File: src/logic/eic_pkg.sv
// shared constants for the error insertion countdown block
package eic_pkg;
  localparam int          CNT_W          = 32;
  localparam int          ACC_W          = 8;
  localparam int          TICK_DIV       = 1;
  localparam int          CCNT_W         = 8;
  // register byte offsets
  localparam logic [7:0]  OFS_CAP        = 8'h00;
  localparam logic [7:0]  OFS_CTRL       = 8'h04;
  localparam logic [7:0]  OFS_RELOAD     = 8'h08;
  localparam logic [7:0]  OFS_RCTRL      = 8'h0c;
  localparam logic [7:0]  OFS_STATUS     = 8'h10;
  localparam logic [7:0]  OFS_FEAT       = 8'h14;
  localparam logic [7:0]  OFS_ARCH       = 8'h18;
  // insertion_control_reg fields
  localparam int          SEL_CORR       = 0;
  localparam int          SEL_POST       = 1;
  localparam int          SEL_UNC        = 2;
  localparam int          CTL_POISON     = 3;
  localparam int          CTL_RESTART    = 4;
  localparam int          CTL_CRIT       = 5;
  localparam int          CTL_KIND_LO    = 6;
  localparam int          CTL_REPEAT     = 30;
  localparam int          CTL_RUN        = 31;
  localparam logic [31:0] CTRL_MASK      = 32'hc000_00ff;
  // record_control_reg fields
  localparam int          RC_LOG         = 0;
  localparam int          RC_FH_UNC      = 1;
  localparam int          RC_FH_CORR     = 2;
  localparam int          RC_RECOV_UNC   = 3;
  localparam int          RC_RECOV_POST  = 4;
  localparam int          RC_CRIT        = 5;
  localparam int          RC_INBAND      = 6;
  localparam logic [31:0] RCTRL_MASK     = 32'h0000_007f;
  // record status fields
  localparam int          ST_VALID       = 0;
  localparam int          ST_UNC         = 1;
  localparam int          ST_POST        = 2;
  localparam int          ST_CRIT        = 3;
  localparam int          ST_RESTART     = 4;
  localparam int          ST_POISON      = 5;
  localparam int          ST_KIND_LO     = 6;
  localparam int          ST_CCNT_LO     = 8;
  // capability and feature fields
  localparam int          CAP_ON_ACCESS  = 0;
  localparam int          CAP_TYPES_LO   = 1;
  localparam int          CAP_POISON     = 4;
  localparam int          CAP_RESTART    = 5;
  localparam int          CAP_CRIT       = 6;
  localparam int          CAP_REPEAT     = 7;
  localparam int          FT_PRESENT     = 0;
  localparam logic [3:0]  ARCH_REVISION  = 4'h1;
  localparam logic [3:0]  INSERT_MIN_REV = 4'h1;
  // reset values
  localparam logic [31:0] CTRL_RST       = 32'h0000_0000;
  localparam logic [31:0] RELOAD_RST     = 32'h0000_0000;
  localparam logic [31:0] RCTRL_RST      = 32'h0000_0001;
  localparam logic [15:0] STATUS_RST     = 16'h0000;

  typedef enum logic [1:0] {
    CD_IDLE   = 2'b00,
    CD_COUNT  = 2'b01,
    CD_INJECT = 2'b10
  } eic_cd_state_type;
endpackage

File: src/logic/eic_cnt_if.sv
// link between register side and countdown engine
`timescale 1ns/1ps
`default_nettype none
interface eic_cnt_if;
  logic                     run;
  logic                     repeat_on;
  logic                     enable;
  logic                     load_pulse;
  logic                     inject_done;
  logic                     in_state;
  logic [eic_pkg::CNT_W-1:0] reload;

  modport ctl (output run, repeat_on, enable, load_pulse, inject_done, reload, input in_state);
  modport cnt (input run, repeat_on, enable, load_pulse, inject_done, reload, output in_state);
endinterface
`default_nettype wire

File: src/logic/eic_countdown.sv
// generation counter and fault injection state
`timescale 1ns/1ps
`default_nettype none
module eic_countdown #(
  parameter int W   = eic_pkg::CNT_W,
  parameter int DIV = eic_pkg::TICK_DIV
) (
  input  wire logic clk,
  input  wire logic rst,
  eic_cnt_if.cnt    cif
);
  import eic_pkg::*;

  localparam logic [15:0] DIV_LAST = 16'(DIV - 1);

  logic [15:0]      div_reg;
  logic [W-1:0]     cnt_reg;
  logic [W-1:0]     reload_w;
  logic             tick;
  logic             hit;
  eic_cd_state_type state_reg;
  eic_cd_state_type state_next;

  assign reload_w = cif.reload[W-1:0];
  assign tick     = (div_reg == DIV_LAST);
  // the decrement that lands on zero this cycle
  assign hit      = tick && cif.run && cif.enable && (cnt_reg == W'(1)) && !cif.load_pulse;
  assign cif.in_state = (state_reg == CD_INJECT);

  // countdown clock: one-cycle enable every DIV cycles
  always_ff @(posedge clk)
  begin
    if (rst || div_reg == DIV_LAST)
      div_reg <= 16'h0000;
    else
      div_reg <= div_reg + 16'h0001;
  end

  // other run writes leave the counter as it is
  always_ff @(posedge clk)
  begin
    if (rst)
      cnt_reg <= '0;
    else if (cif.load_pulse && reload_w != '0)
      cnt_reg <= reload_w;
    else if (cnt_reg == '0)
    begin
      if (cif.repeat_on && cif.run && reload_w != '0)
        cnt_reg <= reload_w;
    end
    else if (tick && cif.run && cif.enable)
      cnt_reg <= cnt_reg - W'(1);
  end

  always_comb
  begin
    state_next = state_reg;
    case (state_reg)
      CD_IDLE, CD_COUNT:
        if (hit)
          state_next = CD_INJECT;
        else if (cif.run && cnt_reg != '0)
          state_next = CD_COUNT;
        else
          state_next = CD_IDLE;
      CD_INJECT:
        // clearing run or disabling logging abandons a pending injection
        if (cif.inject_done || !cif.run || !cif.enable)
          state_next = (cif.run && cnt_reg != '0) ? CD_COUNT : CD_IDLE;
      default:
        state_next = CD_IDLE;
    endcase
  end

  always_ff @(posedge clk)
  begin
    if (rst)
      state_reg <= CD_IDLE;
    else
      state_reg <= state_next;
  end

  a_load_on_start: assert property (@(posedge clk) disable iff (rst)
    cif.load_pulse && cif.reload != '0 |=> cnt_reg == $past(reload_w))
    else $error("counter not loaded on run start");

  a_count_step: assert property (@(posedge clk) disable iff (rst)
    tick && cif.run && cif.enable && cnt_reg > W'(1) && !cif.load_pulse |=> cnt_reg == $past(cnt_reg) - W'(1))
    else $error("counter did not step by one");

  a_zero_enters: assert property (@(posedge clk) disable iff (rst)
    hit |=> cif.in_state && cnt_reg == '0)
    else $error("reaching zero did not enter injection state");

  a_repeat_reload: assert property (@(posedge clk) disable iff (rst)
    cnt_reg == '0 && cif.repeat_on && cif.run && reload_w != '0 |=> cnt_reg == $past(reload_w))
    else $error("repeat did not reload counter");
endmodule // eic_countdown
`default_nettype wire

File: src/logic/eic_fault_inject.sv
// fault insertion unit with its error record and Avalon-MM register slave
//
// What this block does
// Insertion exists only when the group architecture revision is at least one.
// Faked detection drives fault, recovery interrupts and in-band response like real errors.
// Insertion only fakes detection; no held or transferred data is corrupted.
// Only recordable error types may be injected; unsupported selections inject nothing.
// Insertion is disabled while writable logging_on holds zero.
// Setting countdown_run from zero with nonzero reload loads the generation counter.
// Any other countdown_run write may leave counter and state unchanged.
// The generation counter is never readable by software.
// While running and nonzero, the counter decrements once per countdown tick.
// Decrementing to zero enters the fault injection state.
// In injection state, fake the selected error, report it, record if logging.
// With logging disabled the injected error may or may not be recorded.
// Inject on next access or spontaneously per inject_on_access, then leave state.
// Clearing countdown_run in injection state may leave or keep that state.
// Recording sets valid, uncorrected, corrected count, postponed and kind from control.
// Zero or several selected types inject nothing or an arbitrary type.
// Other syndrome updates are chosen; insertion_capability_reg describes the options.
// Poison only with uncorrected or postponed, restartable only with uncorrected.
// Insertion registers live in the first record, which records the injection.
// Edge interrupts fire for injected errors exactly as for detected ones.
// Level interrupts depend only on control and status field values.
// At zero with repeat set, reload from nonzero countdown_reload.
// The generation counter is as wide as countdown_reload.
//
// The address map and the Avalon-MM interface to the registers were decided locally.
`timescale 1ns/1ps
`default_nettype none
module eic_fault_inject #(
  parameter logic [2:0] SUPPORTED_TYPES  = 3'h7,
  parameter bit         INJECT_ON_ACCESS = 1'b1,
  parameter bit         LOGGING_WRITABLE = 1'b1,
  parameter int         DIV              = eic_pkg::TICK_DIV
) (
  input  wire logic                      clk,
  input  wire logic                      rst,
  input  wire logic [eic_pkg::ACC_W-1:0] avs_address,
  input  wire logic                      avs_read,
  input  wire logic                      avs_write,
  input  wire logic [31:0]               avs_writedata,
  input  wire logic [3:0]                avs_byteenable,
  output logic      [31:0]               avs_readdata,
  output logic                           avs_waitrequest,
  input  wire logic                      acc_req,
  output logic                           acc_ack,
  output logic                           acc_err,
  output logic                           fault_irq,
  output logic                           recov_irq,
  output logic                           crit_irq
);
  import eic_pkg::*;

  // one record only, so this record always holds the injected syndrome
  localparam bit PRESENT = (ARCH_REVISION >= INSERT_MIN_REV);

  logic        ack_reg;
  logic [31:0] readdata_reg;
  logic [31:0] rd_mux;
  logic [31:0] wmerged;
  logic        wr_fire;
  logic [31:0] ctrl_reg;
  logic [31:0] reload_reg;
  logic [31:0] rctrl_reg;
  logic [15:0] status_reg;
  logic [15:0] status_next;
  logic        fault_irq_reg;
  logic        recov_irq_reg;
  logic        crit_irq_reg;
  logic [2:0]  sel;
  logic        logging_on;
  logic        onehot;
  logic        req_ok;
  logic        ins_go;
  logic        record;
  logic [31:0] cap_value;

  eic_cnt_if cif ();

  function automatic logic [31:0] be_merge(input logic [31:0] old_v, input logic [31:0] new_v,
                                           input logic [3:0] be);
    logic [31:0] r;
    r = old_v;
    for (int i = 0; i < 4; i++)
      if (be[i])
        r[8*i +: 8] = new_v[8*i +: 8];
    return r;
  endfunction

  // bus slave: one wait cycle on every access
  assign avs_waitrequest = (avs_read || avs_write) && !ack_reg;
  assign wr_fire         = avs_write && ack_reg;
  assign avs_readdata    = readdata_reg;

  always_ff @(posedge clk)
  begin
    if (rst)
      ack_reg <= 1'b0;
    else
      ack_reg <= (avs_read || avs_write) && !ack_reg;
  end

  always_comb
  begin
    case (avs_address)
      OFS_CAP:    wmerged = be_merge(cap_value, avs_writedata, avs_byteenable);
      OFS_CTRL:   wmerged = be_merge(ctrl_reg, avs_writedata, avs_byteenable);
      OFS_RELOAD: wmerged = be_merge(reload_reg, avs_writedata, avs_byteenable);
      OFS_RCTRL:  wmerged = be_merge(rctrl_reg, avs_writedata, avs_byteenable);
      default:    wmerged = be_merge(32'h0000_0000, avs_writedata, avs_byteenable);
    endcase
  end

  // the counter itself has no read path
  always_comb
  begin
    case (avs_address)
      OFS_CAP:    rd_mux = cap_value;
      OFS_CTRL:   rd_mux = ctrl_reg;
      OFS_RELOAD: rd_mux = reload_reg;
      OFS_RCTRL:  rd_mux = rctrl_reg;
      OFS_STATUS: rd_mux = {16'h0000, status_reg};
      OFS_FEAT:   rd_mux = {31'h0000_0000, PRESENT};
      OFS_ARCH:   rd_mux = {28'h000_0000, ARCH_REVISION};
      default:    rd_mux = 32'h0000_0000;
    endcase
  end

  always_ff @(posedge clk)
  begin
    if (rst)
      readdata_reg <= 32'h0000_0000;
    else if (avs_read && !ack_reg)
      readdata_reg <= rd_mux;
  end

  // capabilities advertised to software
  always_comb
  begin
    cap_value                             = 32'h0000_0000;
    cap_value[CAP_ON_ACCESS]              = INJECT_ON_ACCESS;
    cap_value[CAP_TYPES_LO +: 3]          = SUPPORTED_TYPES;
    cap_value[CAP_POISON]                 = 1'b1;
    cap_value[CAP_RESTART]                = 1'b1;
    cap_value[CAP_CRIT]                   = 1'b1;
    cap_value[CAP_REPEAT]                 = 1'b1;
  end

  always_ff @(posedge clk)
  begin
    if (rst)
      ctrl_reg <= CTRL_RST;
    else if (wr_fire && avs_address == OFS_CTRL)
      ctrl_reg <= wmerged & CTRL_MASK;
  end

  always_ff @(posedge clk)
  begin
    if (rst)
      reload_reg <= RELOAD_RST;
    else if (wr_fire && avs_address == OFS_RELOAD)
      reload_reg <= wmerged;
  end

  always_ff @(posedge clk)
  begin
    if (rst)
      rctrl_reg <= RCTRL_RST;
    else if (wr_fire && avs_address == OFS_RCTRL)
      rctrl_reg <= wmerged & RCTRL_MASK;
  end

  // countdown engine hookup
  assign logging_on      = !LOGGING_WRITABLE || rctrl_reg[RC_LOG];
  assign cif.run         = ctrl_reg[CTL_RUN];
  assign cif.repeat_on   = ctrl_reg[CTL_REPEAT];
  assign cif.reload      = reload_reg;
  assign cif.enable      = PRESENT && logging_on;
  assign cif.load_pulse  = wr_fire && avs_address == OFS_CTRL && wmerged[CTL_RUN] && !ctrl_reg[CTL_RUN];
  assign cif.inject_done = ins_go;

  eic_countdown #(
    .W   (CNT_W),
    .DIV (DIV)
  ) u_countdown (
    .clk (clk),
    .rst (rst),
    .cif (cif)
  );

  // request checking: bad selections or combinations inject nothing
  assign sel    = ctrl_reg[SEL_UNC:SEL_CORR];
  assign onehot = $onehot(sel);
  assign req_ok = onehot && (sel & ~SUPPORTED_TYPES) == 3'h0
               && !(ctrl_reg[CTL_POISON] && sel[SEL_CORR])
               && !(ctrl_reg[CTL_RESTART] && !sel[SEL_UNC]);

  // injection fires on the next component access or at once
  assign ins_go = cif.in_state && (INJECT_ON_ACCESS ? acc_req : 1'b1);
  assign record = ins_go && req_ok && cif.enable;

  // access path has no data: only the response is faked
  assign acc_ack = acc_req;
  assign acc_err = INJECT_ON_ACCESS && acc_req && record && sel[SEL_UNC] && rctrl_reg[RC_INBAND];

  // a new injection wins over a software clear in the same cycle
  always_comb
  begin
    status_next = status_reg;
    if (wr_fire && avs_address == OFS_STATUS && avs_byteenable[0] && avs_writedata[ST_VALID])
      status_next = STATUS_RST;
    if (record)
    begin
      status_next[ST_VALID]          = 1'b1;
      status_next[ST_UNC]            = sel[SEL_UNC];
      status_next[ST_POST]           = sel[SEL_POST];
      status_next[ST_KIND_LO +: 2]   = sel[SEL_UNC] ? ctrl_reg[CTL_KIND_LO +: 2] : 2'b00;
      status_next[ST_POISON]         = ctrl_reg[CTL_POISON];
      status_next[ST_RESTART]        = ctrl_reg[CTL_RESTART];
      status_next[ST_CRIT]           = ctrl_reg[CTL_CRIT];
      if (sel[SEL_CORR] && status_next[ST_CCNT_LO +: CCNT_W] != 8'hff)
        status_next[ST_CCNT_LO +: CCNT_W] = status_next[ST_CCNT_LO +: CCNT_W] + 8'h01;
    end
  end

  always_ff @(posedge clk)
  begin
    if (rst)
      status_reg <= STATUS_RST;
    else
      status_reg <= status_next;
  end

  // level interrupts follow the record fields, however they were set
  always_ff @(posedge clk)
  begin
    if (rst)
    begin
      fault_irq_reg <= 1'b0;
      recov_irq_reg <= 1'b0;
      crit_irq_reg  <= 1'b0;
    end
    else
    begin
      fault_irq_reg <= status_reg[ST_VALID]
                    && ((rctrl_reg[RC_FH_UNC] && (status_reg[ST_UNC] || status_reg[ST_POST]))
                    ||  (rctrl_reg[RC_FH_CORR] && status_reg[ST_CCNT_LO +: CCNT_W] != 8'h00));
      recov_irq_reg <= status_reg[ST_VALID]
                    && ((rctrl_reg[RC_RECOV_UNC] && status_reg[ST_UNC])
                    ||  (rctrl_reg[RC_RECOV_POST] && status_reg[ST_POST]));
      crit_irq_reg  <= rctrl_reg[RC_CRIT] && status_reg[ST_VALID] && status_reg[ST_CRIT];
    end
  end

  assign fault_irq = fault_irq_reg;
  assign recov_irq = recov_irq_reg;
  assign crit_irq  = crit_irq_reg;

  a_bus_one_wait: assert property (@(posedge clk) disable iff (rst)
    (avs_read || avs_write) && avs_waitrequest |=> !avs_waitrequest)
    else $error("bus access not answered after one wait cycle");

  a_logging_gate: assert property (@(posedge clk) disable iff (rst)
    !logging_on && !wr_fire |=> status_reg == $past(status_reg))
    else $error("record changed while logging is off");

  a_inject_records: assert property (@(posedge clk) disable iff (rst)
    record |=> status_reg[ST_VALID] && status_reg[ST_UNC] == $past(sel[SEL_UNC])
            && status_reg[ST_POST] == $past(sel[SEL_POST]))
    else $error("injected error not recorded as selected");

  a_bad_select: assert property (@(posedge clk) disable iff (rst)
    ins_go && !onehot && !wr_fire |=> status_reg == $past(status_reg))
    else $error("invalid type selection injected something");

  a_poison_corr: assert property (@(posedge clk) disable iff (rst)
    ins_go && ctrl_reg[CTL_POISON] && sel[SEL_CORR] |-> !record)
    else $error("poison injected with a corrected error");

  a_leave_state: assert property (@(posedge clk) disable iff (rst)
    ins_go && (cif.run == 1'b0 || reload_reg == 32'h0 || !ctrl_reg[CTL_REPEAT]) |=> !cif.in_state)
    else $error("injection state held after injecting");

  a_fault_irq: assert property (@(posedge clk) disable iff (rst)
    record && sel[SEL_UNC] && rctrl_reg[RC_FH_UNC] && !wr_fire ##1 !wr_fire |=> fault_irq)
    else $error("fault interrupt missing after injected error");

  a_inband_resp: assert property (@(posedge clk) disable iff (rst)
    acc_err |-> acc_ack && cif.in_state && sel[SEL_UNC])
    else $error("in-band error without uncorrected injection");

  a_inband_gate: assert property (@(posedge clk) disable iff (rst)
    acc_err |-> acc_req && record && rctrl_reg[RC_INBAND])
    else $error("in-band error without access or enable");

  a_inband_given: assert property (@(posedge clk) disable iff (rst)
    INJECT_ON_ACCESS && record && sel[SEL_UNC] && rctrl_reg[RC_INBAND] |-> acc_err)
    else $error("in-band error missing on uncorrected injection");

  a_recov_irq: assert property (@(posedge clk) disable iff (rst)
    record && sel[SEL_UNC] && rctrl_reg[RC_RECOV_UNC] && !wr_fire ##1 !wr_fire |=> recov_irq)
    else $error("recovery interrupt missing after injected error");

  a_crit_level: assert property (@(posedge clk) disable iff (rst)
    rctrl_reg[RC_CRIT] && status_reg[ST_VALID] && status_reg[ST_CRIT] |=> crit_irq)
    else $error("critical interrupt level missing");

  a_irq_drop: assert property (@(posedge clk) disable iff (rst)
    !status_reg[ST_VALID] |=> !fault_irq && !recov_irq && !crit_irq)
    else $error("interrupt raised without a valid record");

  a_ccnt_step: assert property (@(posedge clk) disable iff (rst)
    record && sel[SEL_CORR] && status_reg[ST_CCNT_LO +: CCNT_W] != 8'hff && !wr_fire
    |=> status_reg[ST_CCNT_LO +: CCNT_W] == $past(status_reg[ST_CCNT_LO +: CCNT_W]) + 8'h01)
    else $error("corrected count did not step on injection");

  a_kind_copy: assert property (@(posedge clk) disable iff (rst)
    record && sel[SEL_UNC] |=> status_reg[ST_KIND_LO +: 2] == $past(ctrl_reg[CTL_KIND_LO +: 2]))
    else $error("uncorrected kind not copied from control");

  a_unsupported_type: assert property (@(posedge clk) disable iff (rst)
    ins_go && (sel & ~SUPPORTED_TYPES) != 3'h0 |-> !record)
    else $error("unsupported error type injected");

  a_restart_unc: assert property (@(posedge clk) disable iff (rst)
    ins_go && ctrl_reg[CTL_RESTART] && !sel[SEL_UNC] |-> !record)
    else $error("restartable injected without uncorrected error");

  a_disabled_quiet: assert property (@(posedge clk) disable iff (rst)
    !cif.enable |-> !record && !acc_err)
    else $error("injection while insertion is disabled");

  a_access_only: assert property (@(posedge clk) disable iff (rst)
    INJECT_ON_ACCESS && !acc_req |-> !record)
    else $error("injection fired without a component access");

  a_run_clear_exit: assert property (@(posedge clk) disable iff (rst)
    cif.in_state && !cif.run |=> !cif.in_state)
    else $error("injection state kept after run was cleared");

  a_log_off_exit: assert property (@(posedge clk) disable iff (rst)
    cif.in_state && !cif.enable |=> !cif.in_state)
    else $error("injection state kept while logging is off");
endmodule // eic_fault_inject
`default_nettype wire

File: config.mk
export PLATFORM = sky130hd
export DESIGN_NAME = eic_fault_inject
export DESIGN_NICKNAME = d
export VERILOG_FILES = /design/src/logic/eic_pkg.sv /design/src/logic/eic_cnt_if.sv /design/src/logic/eic_countdown.sv /design/src/logic/eic_fault_inject.sv
export SDC_FILE = /design/constraint.sdc
export NUM_CORES = 1
export LEC_CHECK = 0
export ABC_AREA = 0
export BUFFER_PORTS_ARGS = -buffer_cell sky130_fd_sc_hd__buf_2
export CAP_MARGIN = 10
export CORE_AREA = 2 2 86 170
export CTS_BUF_LIST = sky130_fd_sc_hd__clkbuf_8
export CTS_CLUSTER_SIZE = 25
export DETAILED_ROUTE_END_ITERATION = 10
export DIE_AREA = 0 0 88 172
export GPL_ROUTABILITY_DRIVEN = 0
export PLACE_DENSITY = 0.81
export SLEW_MARGIN = 10
export SYNTH_ARGS = -nofsm -noshare
export SYNTH_HDL_FRONTEND = slang
export SYNTH_SLANG_ARGS = --single-unit
File: constraint.sdc
create_clock -name clk -period 2.7 [get_ports clk]
set_input_delay 0.405 -clock clk [delete_from_list [all_inputs] [get_ports clk]]
set_output_delay 0.405 -clock clk [all_outputs]
set_load 0.02 [all_outputs]
==> summary.txt, run 1 <==
Run status
  – Status: finished clean

Floorplanning
  – DIE AREA: approximately 15000 µm²
  – Starting Density: 0.536
  – Row count: 61
  – Num ports: 87
  – Die Height: approximately 170 µm
  – Core area: 13800 µm²
  – Die X: roughly 88 µm

Power and ir drop
  – Leakage: 0.00340 µW
  – Logic gate share of total power: 0.046
  – P per Cell Area: around 460 nW/µm²
  – Switching Power: 1030 µW
  – Clock share of power: 0.411
  – P_int: 3080 µW
  – Switching share of power: 0.250
  – Worst VDD drop: 0.000397 V
  – Flop pwr share: 0.543

Critical path
  – Critical Path RT: 3.08 ns
  – Setup CP Type: flip-flop to flip-flop
  – Largest driver fanout on the critical path: 13
  – FF-to-FF Start: u_countdown.cnt_reg[8]
  – CP Capture Type: flip-flop
  – Arr. time, crit path: slightly above 3 ns
  – R2r worst-path depth: 7
  – Setup crit start: u_countdown.cnt_reg[8]
  – Startpoint Class: flip-flop

Placed design
  – Hpwl dp: 18300 µm
  – Port buffer count: 86
  – Placement Setup Slack: -0.0568 ns
  – Placed insts: between 1000 and 1500

Global route
  – Busiest metal layer after global routing: met2
  – Global Route met2 Usage: 0.580
  – GRT Util Overall: 0.329
  – Largest net degree at the start of global routing: 122
  – Initial antenna violation count: 0
  – GR Layer Usage met1: 0.326
  – First-pass GRT wire length: 38000 µm
  – GR Util met3: 0.0530
  – Gr ovfl total: 0
  – Vias in the first global route: 7613

Logic synthesis
  – Simple-gate share of the synthesized area: 0.265
  – Synth top area share: 0.408
  – Post-synthesis register bit count: 151
  – Synth area leader: dfxtp_1
  – Post-synth EDFFs: 0
  – Synth top area cells: dfxtp_1, nor2_1, nand2_1, a22oi_1, a21oi_1
  – Post-Synth Adder-Cell Area: 0.0111
  – Post-Syn Area per Cell: approximately 8.2 µm²
  – Synth Cell Area: 7410 µm²
  – Compound-gate portion of the synthesized area: 0.219
  – Mux cell area share after synthesis: 0.0164
  – Synth cell types: 80
  – Most instantiated cells after synthesis: dfxtp_1, nor2_1, nand2_1
  – Largest family of logic cells by synthesized area: simple AND/OR/NAND/NOR gates
  – Post-Syn Nets: 958
  – Async S/R FF share, synth: 0
  – Primary FF master, synth: dfxtp_1
  – Post-Synth XOR/XNOR Area: 0.0296
  – Ys Warns: 0
  – Most numerous cell in the Yosys netlist: dfxtp_1
  – Seq/Total Area, Yosys: 0.408
  – Synth Instances: 903

Clocking
  – Worst skew pair latency: 0.47 ns
  – H-tree levels: 4
  – Num CTS Buffers: 17
  – Root buffer cell: clkbuf_8
  – CTS tree: built
  – Clock sink count: 151
  – Quantity of hold-fixing buffers added after cts: 0
  – Max Root-Sink Buffers: 2
  – CTS clk-pin slew, worst paths: 0.08 ns

Flow run
  – Max Cap Viol: 0

STA
  – Final min period: approximately 2.6 ns
  – Fin worst setup slack: 0.0561 ns
  – Hold WS: 0.203 ns
  – Slew headroom: 0.485
  – Setup-failing EPs final: 0
  – Clk_skew: approximately 0.013 ns
  – Fin. Hold Viols: 0
  – Fmax achieved: around 380 MHz
  – Slew @ Worst Pin: 0.763 ns
  – Pins over their slew limit: 0
  – Final worst path period share: 0.979

Routing
  – ANT nets after route: 0
  – WL final: 24700 µm
  – Remaining DRCs: 0
  – Routed vias/inst: approximately 6.4
  – Detailed-route wire length per cell: between 15 and 20 µm
  – Initial DRT Pass Iterations: 9
  – Via total after detailed routing: 7902
  – Starting DRT DRC Count: between 900 and 1000

Worst hold path
  – Min-Delay Path Class: primary input to flip-flop
  – Hold_sp: avs_writedata[27]
  – Hold path depth: 3

Finish
  – Multi-input logic area: 4030 µm²
  – Fillcell total: 1148
  – Layout area overhead: 20.4%
  – Share of cells above drive strength 1: 0.217
  – Post-Layout Cell Count: 1244
  – Register Area: about 3000 µm²
  – Ant diodes: 0
  – Fin nets: 1098
metal layers:
layer,routed length [µm],vias to the layer above
li1,-,3626
met1,8170,3651
met2,12400,454
met3,1580,171
met4,2460,0
met5,0,-
cells by family (layout without fill, tap and decap cells):
logic type	count (synthesis)	after routing
compound gates	218	218
fa+ha+maj	6	6
buf+inv	90	242
xor+xnor	25	25
flops	151	151
mux	12	12
simple gates	401	401
path summary, 6_finish.rpt:
kind / endpoint / slack, ns
max: u_countdown.cnt_reg[13] / 0.06
min: cif.reload[27] / 0.20
max reg2reg: u_countdown.cnt_reg[13] / 0.06
min reg2reg: avs_readdata[0] / 0.45
timing repair:
| action | in CTS | in global routing |
|---|---|---|
| setup buffers | 0 | 1 |
| endpoints found under the setup margin | 0 | 15 |
| resized for setup | 0 | 1 |
through the flow:
| step | instance area, µm² | utilization | power [µW] | setup TNS, ns |
|---|---|---|---|---|
| floorplan | 7410 | - | 2380 | 0 |
| detailed placement | 8530 | 0.617 | 2460 | -0.242 |
| finish | 8920 | 0.646 | 4100 | 0 |
| CTS | 8910 | 0.645 | 4110 | 0 |
| global route | 8920 | 0.646 | 4190 | -0.0521 |
| global placement | 8530 | 0.617 | 2460 | -0.0112 |
power by group through the flow:
stage	clock [µW]	sequential, µW	combinational (µW)
floorplan	0	2280	97.2
global placement	0	2280	181
detailed placement	0	2280	183
CTS	1700	2230	183
global route	1760	2230	199
finish	1690	2230	188
critical path, cell delays in order, from the launching register on:
cell and delay (ns):
dfxtp_1 0.36, nor3_1 0.39, and3_2 0.36, nand4_1 0.26, buf_4 0.29, nand2_1 0.26, nand3_1 0.36, a22oi_1 0.28
placed cells by master, fill, tap and decap left out, types with 6 or more instances in the layout:
| cell | count |
|---|---|
| a21oi_1 | 53 |
| a222oi_1 | 9 |
| xnor2_1 | 13 |
| o22ai_1 | 8 |
| o221ai_1 | 7 |
| mux2i_1 | 11 |
| a2bb2oi_1 | 8 |
| and3_1 | 10 |
| inv_1 | 34 |
| o32ai_1 | 10 |
| nor3_1 | 35 |
| nor2_1 | 111 |
| xor2_1 | 12 |
| o21ai_0 | 9 |
| nand2b_1 | 8 |
| a211oi_1 | 9 |
| buf_2 | 85 |
| clkbuf_8 | 19 |
| nor4_1 | 19 |
| nand4_1 | 17 |
| buf_4 | 90 |
| nand3_1 | 42 |
| nand2_1 | 109 |
| dfxtp_1 | 151 |
| a22o_1 | 6 |
| a22oi_1 | 41 |
layout make-up:
class	count	area share
inverters	35	0.0147
flip-flops and latches	151	0.339
clock inverters	12	0.0135
repair buffers	176	0.126
multi-input cells	662	0.451
clock buffers	19	0.0293
well taps	189	0.0265
Note: power is estimated with default switching activity, not from simulation.
==> inputs of run 2 (changes only) <==
--- a/config.mk
+++ b/config.mk
@@ -14,6 +14,7 @@
 export DETAILED_ROUTE_END_ITERATION = 10
 export DIE_AREA = 0 0 88 172
 export GPL_ROUTABILITY_DRIVEN = 0
+export MAX_ROUTING_LAYER = met4
 export PLACE_DENSITY = 0.81
 export SLEW_MARGIN = 10
 export SYNTH_ARGS = -nofsm -noshare
==> constraint.sdc (replaced) <==
create_clock -name clk -period 2.7 [get_ports clk]
set_input_delay 0.135 -clock clk [delete_from_list [all_inputs] [get_ports clk]]
set_output_delay 0.135 -clock clk [all_outputs]
set_load 0.02 [all_outputs]
==> summary.txt, run 2 (synthesis results as in run 1) <==
Run status
  – Status: finished clean

Critical path
  – R2r worst-path depth: 8 (+1)
  – Largest driver fanout on the critical path: 12 (-1)
  – Critical Path Slowest Stage Cell: dfxtp_1
  – FF-to-FF Start: cif.reload[28]
  – Setup CP Type: flip-flop to flip-flop
  – Arr. time, crit path: 2.99 ns (-0.03 ns)
  – Startpoint Class: flip-flop
  – Max incr delay on CP: 0.43 ns (+0.04 ns)
  – CP Capture Type: flip-flop
  – Most used cell, CP: buf_4
  – Critical Path RT: 3.07 ns (about the same)
  – Setup crit start: cif.reload[28]
  – Cell-by-cell trace of the critical path: nor4_4 -> nand4_1 -> buf_4 -> o211ai_1 -> o32ai_1 -> buf_4 -> and2_1 -> a22o_1

Global route
  – Initial antenna violation count: 0 (unchanged)
  – GRT Util Overall: 0.354 (+0.0243)
  – Largest net degree at the start of global routing: 79 (-35%)
  – Gr ovfl total: 0 (unchanged)
  – First-pass GRT wire length: 39700 µm (+4.2%)
  – Vias in the first global route: 7827 (+2.8%)

Floorplanning
  – Row count: 61 (unchanged)
  – Num ports: 87 (unchanged)
  – DIE AREA: 15100 µm² (unchanged)
  – Die X: 88 µm (unchanged)
  – Starting Density: 0.536 (unchanged)
  – Core area: 13800 µm² (unchanged)
  – Die Height: 172 µm (unchanged)

Finish
  – Fillcell total: 1129 (-1.7%)
  – Most common cell after layout, fill and taps aside: dfxtp_1
  – Final Util: 0.666 (+0.0206)
  – Ant diodes: 0 (unchanged)
  – Layout area overhead: 24.2%
  – Most frequent cells in the layout: dfxtp_1, nor2_1, nand2_1
  – Share of cells above drive strength 1: 0.209 (-0.00815)
  – Fin nets: 1119 (+1.9%)

Flow run
  – Max Cap Viol: 0 (unchanged)

Routing
  – WL final: 25300 µm (+2.8%)
  – Routed vias/inst: 6.38 (+0.43%)
  – Remaining DRCs: 0 (unchanged)
  – Initial DRT Pass Iterations: 9 (unchanged)
  – ANT nets after route: 0 (unchanged)
  – Starting DRT DRC Count: 844 (-9.3%)
  – Via total after detailed routing: 8076 (+2.2%)
  – Detailed-route wire length per cell: 20.0 µm (+1.0%)

STA
  – Slew headroom: 0.441 (-0.0439)
  – Clk_skew: 0.0178 ns (+0.00473 ns)
  – Slew @ Worst Pin: 0.839 ns (+0.0759 ns)
  – Setup-failing EPs final: 0 (unchanged)
  – Fmax achieved: 381 MHz (+0.83%)
  – Fin. Hold Viols: 0 (unchanged)
  – RSZ-0062 raised after global routing: false
  – Final min period: 2.62 ns (-0.0217 ns)
  – Final worst path period share: 0.971 (-0.00803)
  – Pins over their slew limit: 0 (unchanged)
  – Setup TNS: 0 ns (unchanged)

Power and ir drop
  – Flop pwr share: 0.525 (-0.018)
  – Leakage: 0.00350 µW (+2.8%)
  – Switching share of power: 0.249 (-0.00102)
  – Logic gate share of total power: 0.050 (+0.004)
  – Switching Power: 1060 µW (+3.0%)
  – P per Cell Area: 461 nW/µm² (+0.23%)
  – P_int: 3190 µW (+3.6%)
  – Clock share of power: 0.425 (+0.014)
  – Worst VDD drop: 0.000351 V (-12%)

Placed design
  – Hpwl dp: 18200 µm (-0.15%)
  – Port buffer count: 86 (unchanged)

Worst hold path
  – Min-Delay Path Class: primary input to flip-flop
  – Hold_sp: avs_byteenable[2]
  – Hold path depth: 3 (unchanged)

Clocking
  – Worst skew pair latency: 0.47 ns (about the same)
  – CTS clk-pin slew, worst paths: 0.09 ns (about the same)
  – Num CTS Buffers: 17 (unchanged)
  – CTS tree: built
  – Max Root-Sink Buffers: 2 (unchanged)
  – Root buffer cell: clkbuf_8
  – H-tree levels: 4 (unchanged)
  – Clock sink count: 151 (unchanged)
run 2: changes by cell type in the layout (fill, tap and decap cells not counted), sizes merged:
cell / previous run / this run
clkinvlp: 1 / 3
dlygate4sd3: 0 / 29
bufinv: 1 / 2
inv: 37 / 39
clkinv: 8 / 4
buf: 176 / 168
run 2: power groups by stage:
stage	registers [µW]	clock network (µW)	logic [µW]
6_report	2230	1800	213
4_1_cts	2230	1810	204
3_5_place_dp	2280	0	176
3_3_place_gp	2280	0	174
5_1_grt	2230	1910	225
2_1_floorplan	2280	0	97.2
run 2: cell type report:
| type | count | area (µm²) | area share |
|---|---|---|---|
| multi-input cells | 662 | 4060 | 0.441 |
| flip-flops and latches | 151 | 3020 | 0.328 |
| repair buffers | 197 | 1350 | 0.147 |
| clock buffers | 19 | 262 | 0.0284 |
| well taps | 189 | 236 | 0.0257 |
| clock inverters | 13 | 144 | 0.0156 |
| inverters | 35 | 131 | 0.0143 |
run 2: worst max-delay path, delay by kind of cell (launching register included):
kind	cells	cell delay [ns]
compound gates	3	0.78
buf+inv	2	0.45
flops	1	0.43
simple gates	3	0.89
run 2: path summary, 6_finish.rpt:
path	slack, ns	endpoint
min	0.02	cif.reload[16]
min reg2reg	0.45	avs_readdata[6]
max	0.08	u_countdown.cnt_reg[7]
max reg2reg	0.08	u_countdown.cnt_reg[7]
run 2: metal layers:
layer / up-vias / wire [µm] / part of all wire / GRT usage
li1: 3661 / - / - / -
met1: 3762 / 8350 / 0.33 / 0.339
met2: 475 / 12900 / 0.51 / 0.593
met3: 178 / 1740 / 0.069 / 0.0735
met4: 0 / 2380 / 0.094 / 0.291
met5: - / 0 / 0 / -
run 2: per-stage QoR:
stage | worst slack (ns) | total power (µW) | std cells | hold WS [ns] | cell area, µm²
6_report | 0.0778 | 4240 | 1266 | 0.0240 | 9200
5_1_grt | 0.0440 | 4360 | 1266 | 0.0116 | 9200
4_1_cts | 0.0548 | 4240 | 1265 | 0.00589 | 9170
3_5_place_dp | -0.0665 | 2460 | 1204 | 0.411 | 8470
3_3_place_gp | 0.00973 | 2450 | 1204 | 0.396 | 8470
2_1_floorplan | 0.224 | 2380 | 903 | 0.282 | 7410
run 2: timing repair:
action / in CTS / in global routing
setup buffers: 0 / 1
resized for setup: 1 / 5
endpoints found under the setup margin: 7 / 22
hold buffers: 29 / 0
pin swaps: 0 / 1
endpoints found under the hold margin: 23 / 0
